<file path="config.mk">
export PLATFORM = sky130hd
export DESIGN_NAME = dual_gpio_ports
export DESIGN_NICKNAME = d
export VERILOG_FILES = /design/src/logic/gpio_pkg.sv /design/src/logic/dual_gpio_ports.sv /design/src/logic/irq_collect.sv /design/src/logic/port_input_slice.sv
export SDC_FILE = /design/constraint.sdc
export NUM_CORES = 1
export LEC_CHECK = 0
export BUFFER_PORTS_ARGS = -buffer_cell sky130_fd_sc_hd__buf_2
export CORE_AREA = 8 8 165 136
export DETAILED_ROUTE_END_ITERATION = 8
export DIE_AREA = 0 0 173 144
export PLACE_DENSITY = 0.54
export SYNTH_ARGS = -nofsm -noshare
export SYNTH_HDL_FRONTEND = slang
export SYNTH_SLANG_ARGS = --single-unit
</file>
<file path="constraint.sdc">
create_clock -name sys_clk -period 3.1 [get_ports sys_clk]
set_input_delay 0.93 -clock sys_clk [delete_from_list [all_inputs] [get_ports sys_clk]]
set_output_delay 0.93 -clock sys_clk [all_outputs]
set_load 0.01 [all_outputs]
</file>
<file path="src/logic/gpio_pkg.sv">
// Purpose: shared constants for the dual general purpose port block
// Assumes: APB word access, register index times four gives the byte address
// Notes: all reset values are zero so no pin drives after reset
package gpio_pkg;
    localparam int ADDR_W = 12;
    localparam int PA_W = 8;
    localparam int PB_W = 6;
    localparam int ST_W = 3;
    // register indices
    localparam logic [7:0] IDX_PA_INPUT = 8'hD0;
    localparam logic [7:0] IDX_PA_OUTPUT = 8'hD1;
    localparam logic [7:0] IDX_PA_DIRECTION = 8'hD2;
    localparam logic [7:0] IDX_PA_OUTPUT_TYPE = 8'hD3;
    localparam logic [7:0] IDX_PB_INPUT = 8'hD4;
    localparam logic [7:0] IDX_PB_OUTPUT = 8'hD5;
    localparam logic [7:0] IDX_PB_DIRECTION = 8'hD6;
    localparam logic [7:0] IDX_PB_SPECIAL = 8'hD7;
    localparam logic [7:0] IDX_IRQ_STATUS = 8'hD8;
    localparam logic [7:0] IDX_IRQ_MASK = 8'hD9;
    // byte addresses
    localparam logic [ADDR_W-1:0] ADDR_PA_INPUT = {2'h0, IDX_PA_INPUT, 2'h0};
    localparam logic [ADDR_W-1:0] ADDR_PA_OUTPUT = {2'h0, IDX_PA_OUTPUT, 2'h0};
    localparam logic [ADDR_W-1:0] ADDR_PA_DIRECTION = {2'h0, IDX_PA_DIRECTION, 2'h0};
    localparam logic [ADDR_W-1:0] ADDR_PA_OUTPUT_TYPE = {2'h0, IDX_PA_OUTPUT_TYPE, 2'h0};
    localparam logic [ADDR_W-1:0] ADDR_PB_INPUT = {2'h0, IDX_PB_INPUT, 2'h0};
    localparam logic [ADDR_W-1:0] ADDR_PB_OUTPUT = {2'h0, IDX_PB_OUTPUT, 2'h0};
    localparam logic [ADDR_W-1:0] ADDR_PB_DIRECTION = {2'h0, IDX_PB_DIRECTION, 2'h0};
    localparam logic [ADDR_W-1:0] ADDR_PB_SPECIAL = {2'h0, IDX_PB_SPECIAL, 2'h0};
    localparam logic [ADDR_W-1:0] ADDR_IRQ_STATUS = {2'h0, IDX_IRQ_STATUS, 2'h0};
    localparam logic [ADDR_W-1:0] ADDR_IRQ_MASK = {2'h0, IDX_IRQ_MASK, 2'h0};
    // special function select fields
    localparam int SF_STOP_RECOVERY = 0;
    localparam int SF_TIMER_ZERO = 1;
    localparam int SF_IRQ_THREE = 2;
    localparam int SF_CMP_REFERENCE = 3;
    localparam int SF_CMP_SIGNAL = 4;
    // port b bit with no high side driver
    localparam logic [PB_W-1:0] PB_OPEN_DRAIN_MASK = 6'h20;
    // interrupt status fields
    localparam int ST_STOP_RECOVERY = 0;
    localparam int ST_IRQ_THREE = 1;
    localparam int ST_IRQ_ONE_FOUR = 2;
    // reset values
    localparam logic [PA_W-1:0] RST_PA = 8'h00;
    localparam logic [PB_W-1:0] RST_PB = 6'h00;
    localparam logic [ST_W-1:0] RST_ST = 3'h0;
endpackage : gpio_pkg

</file>
<file path="src/logic/dual_gpio_ports.sv">
// Purpose: two general purpose ports, 8-bit port a and 6-bit port b, on APB
// Assumes: one clock, synchronous active high reset, pins asynchronous
// Notes: pin outputs, input enables and special function lines are registered
// Behaviour
// each port bit is input or output by its own direction bit
// input pins pass two synchronising stages into the input register
// written input bit of an input pin is resampled next cycle
// output pins keep the software value in the input register
// output pins are driven from the output value register
// unused register bit of each pin holds its value, no effect
// output register read returns held value, not pin level
// input buffer disabled while the bit is an output
// output register updates take effect on the rising clock edge
// any register may be accessed at any time in any order
// software clears special functions before direction changes, sets them last
// port a direction bit 1 means output, 0 means input
// port a output bits select push-pull or open-drain individually
// port b has six independently configurable bidirectional lines
// port b bit five only pulls low when output
// port b special function register routes the alternate functions
// low on port b bit zero as input with function selected recovers stop
// after reset all bits are inputs and special functions are off
//
// Local design decision: the APB interface to the registers.
`timescale 1ns/10ps
`default_nettype none
module dual_gpio_ports
    import gpio_pkg::*;
(
    input wire logic sys_clk,
    input wire logic reset,
    input wire logic psel,
    input wire logic penable,
    input wire logic pwrite,
    input wire logic [ADDR_W-1:0] paddr,
    input wire logic [31:0] pwdata,
    output logic [31:0] prdata,
    output logic pready,
    output logic pslverr,
    input wire logic [PA_W-1:0] pa_pin_in,
    output logic [PA_W-1:0] pa_pin_out,
    output logic [PA_W-1:0] pa_pin_oe,
    output logic [PA_W-1:0] pa_input_enable,
    input wire logic [PB_W-1:0] pb_pin_in,
    output logic [PB_W-1:0] pb_pin_out,
    output logic [PB_W-1:0] pb_pin_oe,
    output logic [PB_W-1:0] pb_input_enable,
    input wire logic timer_zero,
    output logic stop_mode_recovery,
    output logic interrupt_input_one,
    output logic interrupt_input_three,
    output logic interrupt_input_four,
    output logic comparator_reference,
    output logic comparator_signal,
    output logic irq
);
    typedef struct packed {
        logic [PA_W-1:0] pa_direction;
        logic [PA_W-1:0] pa_output_type;
        logic [PA_W-1:0] pa_output;
        logic [PB_W-1:0] pb_direction;
        logic [PB_W-1:0] pb_special;
        logic [PB_W-1:0] pb_output;
        logic [ST_W-1:0] irq_mask;
        logic [31:0] rdata;
        logic ready;
        logic slverr;
        logic [PA_W-1:0] pa_drive;
        logic [PA_W-1:0] pa_enable;
        logic [PA_W-1:0] pa_in_en;
        logic [PB_W-1:0] pb_drive;
        logic [PB_W-1:0] pb_enable;
        logic [PB_W-1:0] pb_in_en;
        logic stop_rec;
        logic irq_one_four;
        logic irq_three;
        logic cmp_ref;
        logic cmp_sig;
    } top_s;

    top_s state_reg;
    top_s state_next;

    logic [PA_W-1:0] pa_sync;
    logic [PA_W-1:0] pa_value;
    logic [PB_W-1:0] pb_sync;
    logic [PB_W-1:0] pb_value;
    logic [ST_W-1:0] irq_status;
    logic irq_line;
    logic access_done;
    logic wr_done;
    logic wr_pa_input;
    logic wr_pb_input;
    logic status_read;
    logic [ST_W-1:0] events;
    logic [PB_W-1:0] pb_value_out;

    // transfer completes on the edge where the registered ready is seen
    assign access_done = psel & penable & state_reg.ready;
    assign wr_done = access_done & pwrite;
    assign wr_pa_input = wr_done & (paddr == ADDR_PA_INPUT);
    assign wr_pb_input = wr_done & (paddr == ADDR_PB_INPUT);
    assign status_read = access_done & ~pwrite & (paddr == ADDR_IRQ_STATUS);

    port_input_slice #(.W(PA_W)) u_pa_input (
        .sys_clk(sys_clk),
        .reset(reset),
        .pin_in(pa_pin_in),
        .dir(state_reg.pa_direction),
        .wr_en(wr_pa_input),
        .wdata(pwdata[PA_W-1:0]),
        .sync_q(pa_sync),
        .value_q(pa_value)
    );

    port_input_slice #(.W(PB_W)) u_pb_input (
        .sys_clk(sys_clk),
        .reset(reset),
        .pin_in(pb_pin_in),
        .dir(state_reg.pb_direction),
        .wr_en(wr_pb_input),
        .wdata(pwdata[PB_W-1:0]),
        .sync_q(pb_sync),
        .value_q(pb_value)
    );

    irq_collect u_irq (
        .sys_clk(sys_clk),
        .reset(reset),
        .events(events),
        .rd_clr(status_read),
        .mask(state_reg.irq_mask),
        .status_q(irq_status),
        .irq_q(irq_line)
    );

    always_comb begin
        state_next = state_reg;
        events = '0;
        pb_value_out = '0;
        // apb slave: one wait cycle, then ready for one cycle
        state_next.ready = psel & penable & ~state_reg.ready;
        state_next.slverr = 1'b0;
        if (psel & penable & ~state_reg.ready) begin
            case (paddr)
                ADDR_PA_INPUT: state_next.rdata = {24'h0, pa_value};
                ADDR_PA_OUTPUT: state_next.rdata = {24'h0, state_reg.pa_output};
                ADDR_PA_DIRECTION: state_next.rdata = {24'h0, state_reg.pa_direction};
                ADDR_PA_OUTPUT_TYPE: state_next.rdata = {24'h0, state_reg.pa_output_type};
                ADDR_PB_INPUT: state_next.rdata = {26'h0, pb_value};
                ADDR_PB_OUTPUT: state_next.rdata = {26'h0, state_reg.pb_output};
                ADDR_PB_DIRECTION: state_next.rdata = {26'h0, state_reg.pb_direction};
                ADDR_PB_SPECIAL: state_next.rdata = {26'h0, state_reg.pb_special};
                ADDR_IRQ_STATUS: state_next.rdata = {29'h0, irq_status};
                ADDR_IRQ_MASK: state_next.rdata = {29'h0, state_reg.irq_mask};
                default: begin
                    state_next.rdata = 32'h0000_0000;
                    state_next.slverr = 1'b1;
                end
            endcase
        end
        // output bits change only by software, never by pin activity
        if (wr_done) begin
            case (paddr)
                ADDR_PA_OUTPUT: state_next.pa_output = pwdata[PA_W-1:0];
                ADDR_PA_DIRECTION: state_next.pa_direction = pwdata[PA_W-1:0];
                ADDR_PA_OUTPUT_TYPE: state_next.pa_output_type = pwdata[PA_W-1:0];
                ADDR_PB_OUTPUT: state_next.pb_output = pwdata[PB_W-1:0];
                ADDR_PB_DIRECTION: state_next.pb_direction = pwdata[PB_W-1:0];
                ADDR_PB_SPECIAL: state_next.pb_special = pwdata[PB_W-1:0];
                ADDR_IRQ_MASK: state_next.irq_mask = pwdata[ST_W-1:0];
                default: begin
                end
            endcase
        end
        if (reset) begin
            state_next.pa_direction = RST_PA;
            state_next.pa_output_type = RST_PA;
            state_next.pa_output = RST_PA;
            state_next.pb_direction = RST_PB;
            state_next.pb_special = RST_PB;
            state_next.pb_output = RST_PB;
            state_next.irq_mask = RST_ST;
            state_next.rdata = 32'h0000_0000;
            state_next.ready = 1'b0;
            state_next.slverr = 1'b0;
        end
        // port a: type bit 1 selects open drain
        state_next.pa_enable = state_next.pa_direction
            & (~state_next.pa_output_type | ~state_next.pa_output);
        state_next.pa_drive = state_next.pa_output & ~state_next.pa_output_type;
        state_next.pa_in_en = ~state_next.pa_direction;
        // port b: timer output replaces bit one when selected
        pb_value_out = state_next.pb_output;
        if (state_next.pb_special[SF_TIMER_ZERO]) begin
            pb_value_out[SF_TIMER_ZERO] = timer_zero;
        end
        state_next.pb_enable = state_next.pb_direction
            & ~(PB_OPEN_DRAIN_MASK & pb_value_out);
        state_next.pb_drive = pb_value_out & ~PB_OPEN_DRAIN_MASK;
        state_next.pb_in_en = ~state_next.pb_direction;
        // input special functions, only on input bits
        state_next.stop_rec = state_reg.pb_special[SF_STOP_RECOVERY]
            & ~state_reg.pb_direction[SF_STOP_RECOVERY] & ~pb_sync[SF_STOP_RECOVERY];
        state_next.irq_three = state_reg.pb_special[SF_IRQ_THREE]
            & ~state_reg.pb_direction[SF_IRQ_THREE] & ~pb_sync[SF_IRQ_THREE];
        state_next.irq_one_four = state_reg.pb_special[SF_CMP_SIGNAL]
            & ~state_reg.pb_direction[SF_CMP_SIGNAL] & ~pb_sync[SF_CMP_SIGNAL];
        state_next.cmp_ref = state_reg.pb_special[SF_CMP_REFERENCE]
            & ~state_reg.pb_direction[SF_CMP_REFERENCE] & pb_sync[SF_CMP_REFERENCE];
        state_next.cmp_sig = state_reg.pb_special[SF_CMP_SIGNAL]
            & ~state_reg.pb_direction[SF_CMP_SIGNAL] & pb_sync[SF_CMP_SIGNAL];
        if (reset) begin
            state_next.stop_rec = 1'b0;
            state_next.irq_three = 1'b0;
            state_next.irq_one_four = 1'b0;
            state_next.cmp_ref = 1'b0;
            state_next.cmp_sig = 1'b0;
        end else begin
            events[ST_STOP_RECOVERY] = state_next.stop_rec & ~state_reg.stop_rec;
            events[ST_IRQ_THREE] = state_next.irq_three & ~state_reg.irq_three;
            events[ST_IRQ_ONE_FOUR] = state_next.irq_one_four & ~state_reg.irq_one_four;
        end
    end

    always_ff @(posedge sys_clk) begin
        state_reg <= state_next;
    end

    assign prdata = state_reg.rdata;
    assign pready = state_reg.ready;
    assign pslverr = state_reg.slverr;
    assign pa_pin_out = state_reg.pa_drive;
    assign pa_pin_oe = state_reg.pa_enable;
    assign pa_input_enable = state_reg.pa_in_en;
    assign pb_pin_out = state_reg.pb_drive;
    assign pb_pin_oe = state_reg.pb_enable;
    assign pb_input_enable = state_reg.pb_in_en;
    assign stop_mode_recovery = state_reg.stop_rec;
    assign interrupt_input_one = state_reg.irq_one_four;
    assign interrupt_input_four = state_reg.irq_one_four;
    assign interrupt_input_three = state_reg.irq_three;
    assign comparator_reference = state_reg.cmp_ref;
    assign comparator_signal = state_reg.cmp_sig;
    assign irq = irq_line;
endmodule : dual_gpio_ports
`default_nettype wire

</file>
<file path="src/logic/irq_collect.sv">
// Purpose: sticky event status with mask and one level interrupt
// Assumes: a read of the status register pulses rd_clr once
// Notes: an event in the clearing cycle is kept
`timescale 1ns/10ps
`default_nettype none
module irq_collect
    import gpio_pkg::*;
(
    input wire logic sys_clk,
    input wire logic reset,
    input wire logic [ST_W-1:0] events,
    input wire logic rd_clr,
    input wire logic [ST_W-1:0] mask,
    output logic [ST_W-1:0] status_q,
    output logic irq_q
);
    typedef struct packed {
        logic [ST_W-1:0] status;
        logic irq;
    } irq_s;

    irq_s state_reg;
    irq_s state_next;

    always_comb begin
        state_next = state_reg;
        state_next.status = (state_reg.status & ~{ST_W{rd_clr}}) | events;
        state_next.irq = |(state_next.status & mask);
        if (reset) begin
            state_next.status = RST_ST;
            state_next.irq = 1'b0;
        end
    end

    always_ff @(posedge sys_clk) begin
        state_reg <= state_next;
    end

    assign status_q = state_reg.status;
    assign irq_q = state_reg.irq;
endmodule : irq_collect
`default_nettype wire

</file>
<file path="src/logic/port_input_slice.sv">
// Purpose: pin synchroniser and software visible input register of one port
// Assumes: pins are asynchronous to sys_clk
// Notes: output bits keep their last software value
`timescale 1ns/10ps
`default_nettype none
module port_input_slice #(
    parameter int W = 8
) (
    input wire logic sys_clk,
    input wire logic reset,
    input wire logic [W-1:0] pin_in,
    input wire logic [W-1:0] dir,
    input wire logic wr_en,
    input wire logic [W-1:0] wdata,
    output logic [W-1:0] sync_q,
    output logic [W-1:0] value_q
);
    typedef struct packed {
        logic [W-1:0] stage1;
        logic [W-1:0] stage2;
        logic [W-1:0] value;
    } slice_s;

    slice_s state_reg;
    slice_s state_next;

    always_comb begin
        state_next = state_reg;
        state_next.stage1 = pin_in;
        state_next.stage2 = state_reg.stage1;
        if (wr_en) begin
            state_next.value = wdata;
        end else begin
            state_next.value = (state_reg.value & dir) | (state_reg.stage2 & ~dir);
        end
        if (reset) begin
            state_next = '0;
        end
    end

    always_ff @(posedge sys_clk) begin
        state_reg <= state_next;
    end

    assign sync_q = state_reg.stage2;
    assign value_q = state_reg.value;
endmodule : port_input_slice
`default_nettype wire

</file>
==> qor.yml, run 1 <==
count_of_hold_fix_buffers_inserted_at_cts: 0
period_minus_slack_ps: 2600
cts_buffers: 17
setup_viol: 0
synthToLayoutAreaGrowth_pct: 19.0
register_area_mm2: 0.00276
post_cts_resize_count: 0
async_flop_share_pct: 0
run_status: "finished clean"
cts_tree: "yes"
r2r_slack_ps: 1030
drt_pass1_iterations: 4
yosysUniqueCellTypes: 50
htreeDepth: 4
tightest_slew_ps: 696
power-per-cell-area_mw_per_mm2: 601
finalSetupTns_ps: 0
drt-total-wl_um: 15100
worst_slew_margin_rel_pct: 53.5
post-route-worst-setup-slack_ps: 502
clk_pin_slew_ps: 60
final-max-slew-violation-count: 0
hold-worst-slack_ps: 434
numClockSinks: 138
postCtsSetupRepairBufs: 0
number_of_maximum_capacitance_constraint_violations: 0
design.portCount: 147
numPortBuffers: 97
route.vias.total: 3925
min_delay_worst_type: "flip-flop to flip-flop"
nets: 700
dpl.hpwl_um: 11500
route.antenna.remaining_nets: 0
synthesis.area_mm2: 0.00582
via_count_of_the_first_global_routing_pass: 3994
post-place-ws_ps: 53.7
grt_start_max_net_pins: 29
wl_per_cell_um: 16.5
vias_per_cell: 4.28
die_w_um: 173
fraction_of_the_yosys_area_taken_by_sequential_cells_pct: 47.4
core-area_mm2: 0.0200
layout_worst_path_cycle_share_pct: 83.8
drc: 0
dpl_cell_area_mm2: 0.00629
data_arrival_time_of_the_critical_path_ps: 2900
p_leak_nw: 3.13
cts.root.buffer_cell: "sky130_fd_sc_hd__clkbuf_16"
track_usage_pct: 12.4
worst_setup_path_end_kind: "flip-flop"
antennaDiodeCount: 0
max_ir_drop_vdd_v: 0.000347
layout-drive-gt1-share_pct: 28.9
die_area_mm2: 0.0249
final_core_utilization_pct: 34.7
fillCellCount: 2093
worstSetupPathType: "input port to flip-flop"
antenna_found_initial: 1
max_freq_mhz: 385
placement_rows: 47
crit_required_ps: 3400
clock_tree.buffer_depth: 2
grt_pass1_wl_um: 23500
gp_congestion: 0.900
synth_area_per_cell_um2: 10.2
initial_core_utilization_pct: 29.1
synth-main-ff-cell: "sky130_fd_sc_hd__dfxtp_1"
synth_edf_count: 0
initialDrtViolationCount: 213
crit_path_max_fanout: 6
final-hold-violation-count: 0
rsz_0062_raised_after_global_routing: "false"
cell_area_after_layout_mm2: 0.00693
yosysWarningCount: 0
die_y_um: 144
setup.worst_path.start_class: "input port"
multiInputGateArea_mm2: 0.00244
overflow: 0
worst_clock_skew_ps: 5.36
worstSkewPairLatency_ps: 420
synth-seq-cells: 138
synth_cells: 571
[metal layers]
metal / wire [um] / track usage, %
met1: 7410 / 16.6
met2: 6260 / 17.8
met3: 1210 / 5.27
met4: 211 / 4.03
met5: 10 / 0
[worst paths after layout]
| check | endpoint | cells past startpoint | start |
|---|---|---|---|
| setup / recovery | pb_input_enable[0]$_DFF_P_ | 7 | paddr[7] |
| hold / removal | u_pa_input.sync_q[4]$_SDFF_PP0_ | 1 | u_pa_input.state_reg[20]$_SDFF_PP0_ |
| setup reg to reg | pb_input_enable[0]$_DFF_P_ | 5 | pready$_SDFF_PP0_ |
| hold reg to reg | u_pa_input.sync_q[4]$_SDFF_PP0_ | 1 | u_pa_input.state_reg[20]$_SDFF_PP0_ |
[final cells by class]
cell class	instances	area share, %
Clock buffer	19	6.54
Clock inverter	12	2.73
Inverter	12	0.650
Multi-Input combinational cell	345	35.3
Sequential cell	138	39.9
Tap cell	269	4.86
Timing Repair Buffer	122	10.1
[worst max-delay path: stages]
cell and delay [ps]:
sky130_fd_sc_hd__buf_2 120, sky130_fd_sc_hd__nand4b_2 200, sky130_fd_sc_hd__or4b_4 490, sky130_fd_sc_hd__or4b_1 530, sky130_fd_sc_hd__buf_4 210, sky130_fd_sc_hd__mux2i_1 140
sky130_fd_sc_hd__or2_2 280
[cell usage in the layout (no fill, tap or decap), types with 3 or more instances in the layout]
cell type and instances:
sky130_fd_sc_hd__nand3_1 11, sky130_fd_sc_hd__nand2_1 10, sky130_fd_sc_hd__conb_1 25, sky130_fd_sc_hd__mux2i_1 59
sky130_fd_sc_hd__o21ai_0 7, sky130_fd_sc_hd__clkinv_4 4, sky130_fd_sc_hd__bufinv_16 4, sky130_fd_sc_hd__o31ai_1 3
sky130_fd_sc_hd__inv_1 12, sky130_fd_sc_hd__nor2b_1 44, sky130_fd_sc_hd__buf_2 97, sky130_fd_sc_hd__nor3_1 4
sky130_fd_sc_hd__nand2b_1 37, sky130_fd_sc_hd__clkbuf_16 17, sky130_fd_sc_hd__or2_2 6, sky130_fd_sc_hd__inv_6 3
sky130_fd_sc_hd__a22oi_1 3, sky130_fd_sc_hd__mux2_2 14, sky130_fd_sc_hd__nor2_1 47, sky130_fd_sc_hd__and3_1 3
sky130_fd_sc_hd__a21oi_1 10, sky130_fd_sc_hd__a21o_1 4, sky130_fd_sc_hd__mux4_2 5, sky130_fd_sc_hd__a211oi_1 14
sky130_fd_sc_hd__buf_4 23, sky130_fd_sc_hd__dfxtp_1 138, sky130_fd_sc_hd__nand4_1 3, sky130_fd_sc_hd__a22o_1 5
[stage by stage]
| step | total power [mW] | std cells |
|---|---|---|
| finish | 4.17 | 917 |
| global placement | 2.02 | 886 |
| floorplan | 1.96 | 595 |
| CTS | 4.22 | 917 |
| global route | 4.32 | 917 |
| detailed placement | 2.02 | 886 |
[synth_stat cells (6+ instances only)]
| master | number | area share (%) |
|---|---|---|
| sky130_fd_sc_hd__nand3_1 | 11 | 0.95 |
| sky130_fd_sc_hd__or2_2 | 6 | 0.64 |
| sky130_fd_sc_hd__mux2i_1 | 59 | 10 |
| sky130_fd_sc_hd__nor2b_1 | 44 | 4.7 |
| sky130_fd_sc_hd__inv_1 | 12 | 0.77 |
| sky130_fd_sc_hd__o21ai_0 | 7 | 0.60 |
| sky130_fd_sc_hd__buf_4 | 76 | 9.8 |
| sky130_fd_sc_hd__nor2_1 | 47 | 3.0 |
| sky130_fd_sc_hd__mux2_2 | 14 | 2.7 |
| sky130_fd_sc_hd__a21oi_1 | 10 | 0.86 |
| sky130_fd_sc_hd__nand2_1 | 10 | 0.64 |
| sky130_fd_sc_hd__nand2b_1 | 37 | 4.0 |
| sky130_fd_sc_hd__dfxtp_1 | 138 | 47 |
| sky130_fd_sc_hd__a211oi_1 | 14 | 1.8 |
| sky130_fd_sc_hd__clkbuf_1 | 19 | 1.2 |
[cell families (layout without fill, tap and decap cells)]
group,Yosys count,after routing,share of synthesized area [%]
buffers and inverters,112,165,12.1
other,1,25,0.0644
flip-flops,138,138,47.4
AND/OR/NAND/NOR,185,185,18.4
AO/OA/AOI/OAI,56,56,6.77
multiplexers,79,79,15.2
[report_power, final]
group,switching [mW],internal (mW)
registers,0.00883,1.80
clock network,0.791,1.40
logic,0.108,0.0659
total,0.908,3.26
Note: power is estimated with default switching activity, not from simulation.
==> run 2: changes to the inputs <==
- clock period: 3.1 -> 2.5 ns (I/O delays scaled with it)
==> run 2 against run 1 <==
  * Sequential share of layout area is 0.43 points lower
  * Worst setup slack worse by 320 ps
  * Sequential power increased by 24%
  * Combinational power increased by 32%
  * Register-to-register slack got worse by 470 ps
  * Worst hold slack gained 1.1 ps
  * Final cell count is 1.3% higher
  * Utilization grew 0.38 points
  * Critical path depth is 1 higher
  * Clock power up 16%
  * Largest power group unchanged
==> qor.yml, run 2 (synthesis gave the netlist of run 1 again) <==
die_area_mm2: 0.0249
drc: 0
die_w_um: 173
max_ir_drop_vdd_v: 0.000325
htreeDepth: 4
worst_setup_path_end_kind: "flip-flop"
tightest_slew_ps: 651
crit_path_max_incr_delay_ps: 540
hold-worst-slack_ps: 436
synthToLayoutAreaGrowth_pct: 20.3
overflow: 0
route.vias.total: 4037
run_status: "finished clean"
rsz_0062_raised_after_global_routing: "false"
worstSkewPairLatency_ps: 420
placement_rows: 47
die_y_um: 144
grt_pass1_wl_um: 23500
route.antenna.remaining_nets: 0
data_arrival_time_of_the_critical_path_ps: 2660
p_leak_nw: 3.17
grt_start_max_net_pins: 33
worstSetupPathType: "input port to flip-flop"
gp_congestion: 0.859
wl_per_cell_um: 16.1
via_count_of_the_first_global_routing_pass: 4145
power-per-cell-area_mw_per_mm2: 717
reg2reg_to: "pa_pin_oe[4]$_DFF_P_"
clk_pin_slew_ps: 60
track_usage_pct: 12.4
design.portCount: 147
final_core_utilization_pct: 35.0
initial_core_utilization_pct: 29.1
layout-drive-gt1-share_pct: 29.9
timing.critical_path.slowest_stage_cell: "sky130_fd_sc_hd__or4b_4"
number_of_maximum_capacitance_constraint_violations: 0
hold_end: "u_pb_input.sync_q[0]$_SDFF_PP0_"
clock_tree.buffer_depth: 2
setup.worst_path.start_class: "input port"
crit_path_max_fanout: 8
cts.root.buffer_cell: "sky130_fd_sc_hd__clkbuf_16"
crit_path_cells: "buf_2 -> nand4b_4 -> or4b_4 -> buf_4 -> nor4_4 -> buf_12 -> mux2_2 -> a21oi_1"
drt-total-wl_um: 14900
hold_depth: 1
numPortBuffers: 97
postCtsSetupRepairBufs: 0
worst_r2r_startpoint: "pready$_SDFF_PP0_"
dpl.hpwl_um: 11200
crit_required_ps: 2840
period_minus_slack_ps: 2320
cts_tree: "yes"
most_common_cell_after_layout_fill_and_taps_aside: "sky130_fd_sc_hd__dfxtp_1"
drt_pass1_iterations: 4
rr_worst_depth: 6
vias_per_cell: 4.35
initialDrtViolationCount: 233
worst_clock_skew_ps: 9.53
cp-startpoint: "paddr[7]"
post_cts_resize_count: 0
setup_viol: 0
final-hold-violation-count: 0
max_freq_mhz: 432
nets: 711
r2r_slack_ps: 560
min_delay_worst_type: "flip-flop to flip-flop"
final-max-slew-violation-count: 0
cts_buffers: 17
worst_slew_margin_rel_pct: 56.5
min-delay-start: "u_pb_input.state_reg[12]$_SDFF_PP0_"
antenna_found_initial: 0
layout_worst_path_cycle_share_pct: 92.7
layout.cells.most_common_list: "138 x sky130_fd_sc_hd__dfxtp_1, 97 x sky130_fd_sc_hd__buf_2, 59 x sky130_fd_sc_hd__mux2i_1"
count_of_hold_fix_buffers_inserted_at_cts: 0
core-area_mm2: 0.0200
numClockSinks: 138
[run 2: power breakdown]
group / internal (mW) / switching [mW]
Combinational: 0.0944 / 0.136
Clock: 1.57 / 0.982
Sequential: 2.23 / 0.0111
[run 2: final cells by class]
cell class / count / area (um^2)
diodes: 1 / 2.50
clock buffers: 18 / 429
clock inverters: 13 / 170
fillers: 2081 / 13000
inverters: 12 / 45.0
multi-input cells: 345 / 2470
flip-flops and latches: 138 / 2760
well taps: 269 / 337
repair buffers: 133 / 793
[run 2: critical path, delay by kind of cell]
kind                   cells  cell delay [ps]
AO/OA/AOI/OAI              1              140
buffers and inverters      3              440
AND/OR/NAND/NOR            3              960
multiplexers               1              360
[run 2: per-stage QoR]
stage | instances | setup TNS, ps | worst slack, ps | total power, mW | area (um^2)
after floorplan | 595 | -312 | -59.4 | 2.43 | 5940
after global placement | 897 | -7220 | -236 | 2.51 | 6400
after detailed placement | 897 | -7540 | -241 | 2.52 | 6400
after CTS | 928 | 0 | 200 | 5.08 | 7000
after global routing | 928 | 0 | 73.4 | 5.21 | 7000
final | 929 | 0 | 183 | 5.02 | 7010
[run 2: worst max path at each step]
stage | slack, ps | end | cells past startpoint
finish | 180 | pa_pin_oe[4]$_DFF_P_ | 8
global route | 70 | flip-flop | 8
CTS | 200 | pb_input_enable[4]$_DFF_P_ | 7
detailed placement | -240 | pb_input_enable[4]$_DFF_P_ | 7
global placement | -240 | pb_input_enable[4]$_DFF_P_ | 7
floorplan | -60 | pb_input_enable[4]$_DFF_P_ | 6
[run 2: routing by layer]
layer	wire [um]	share of wire (%)	global-route usage [%]	vias up
li1	-	-	-	2008
met3	1110	7.4	4.75	10
met2	6300	42	18.3	145
met4	114	0.76	3.62	0
met1	7400	50	16.5	1874
met5	0	0	0	-
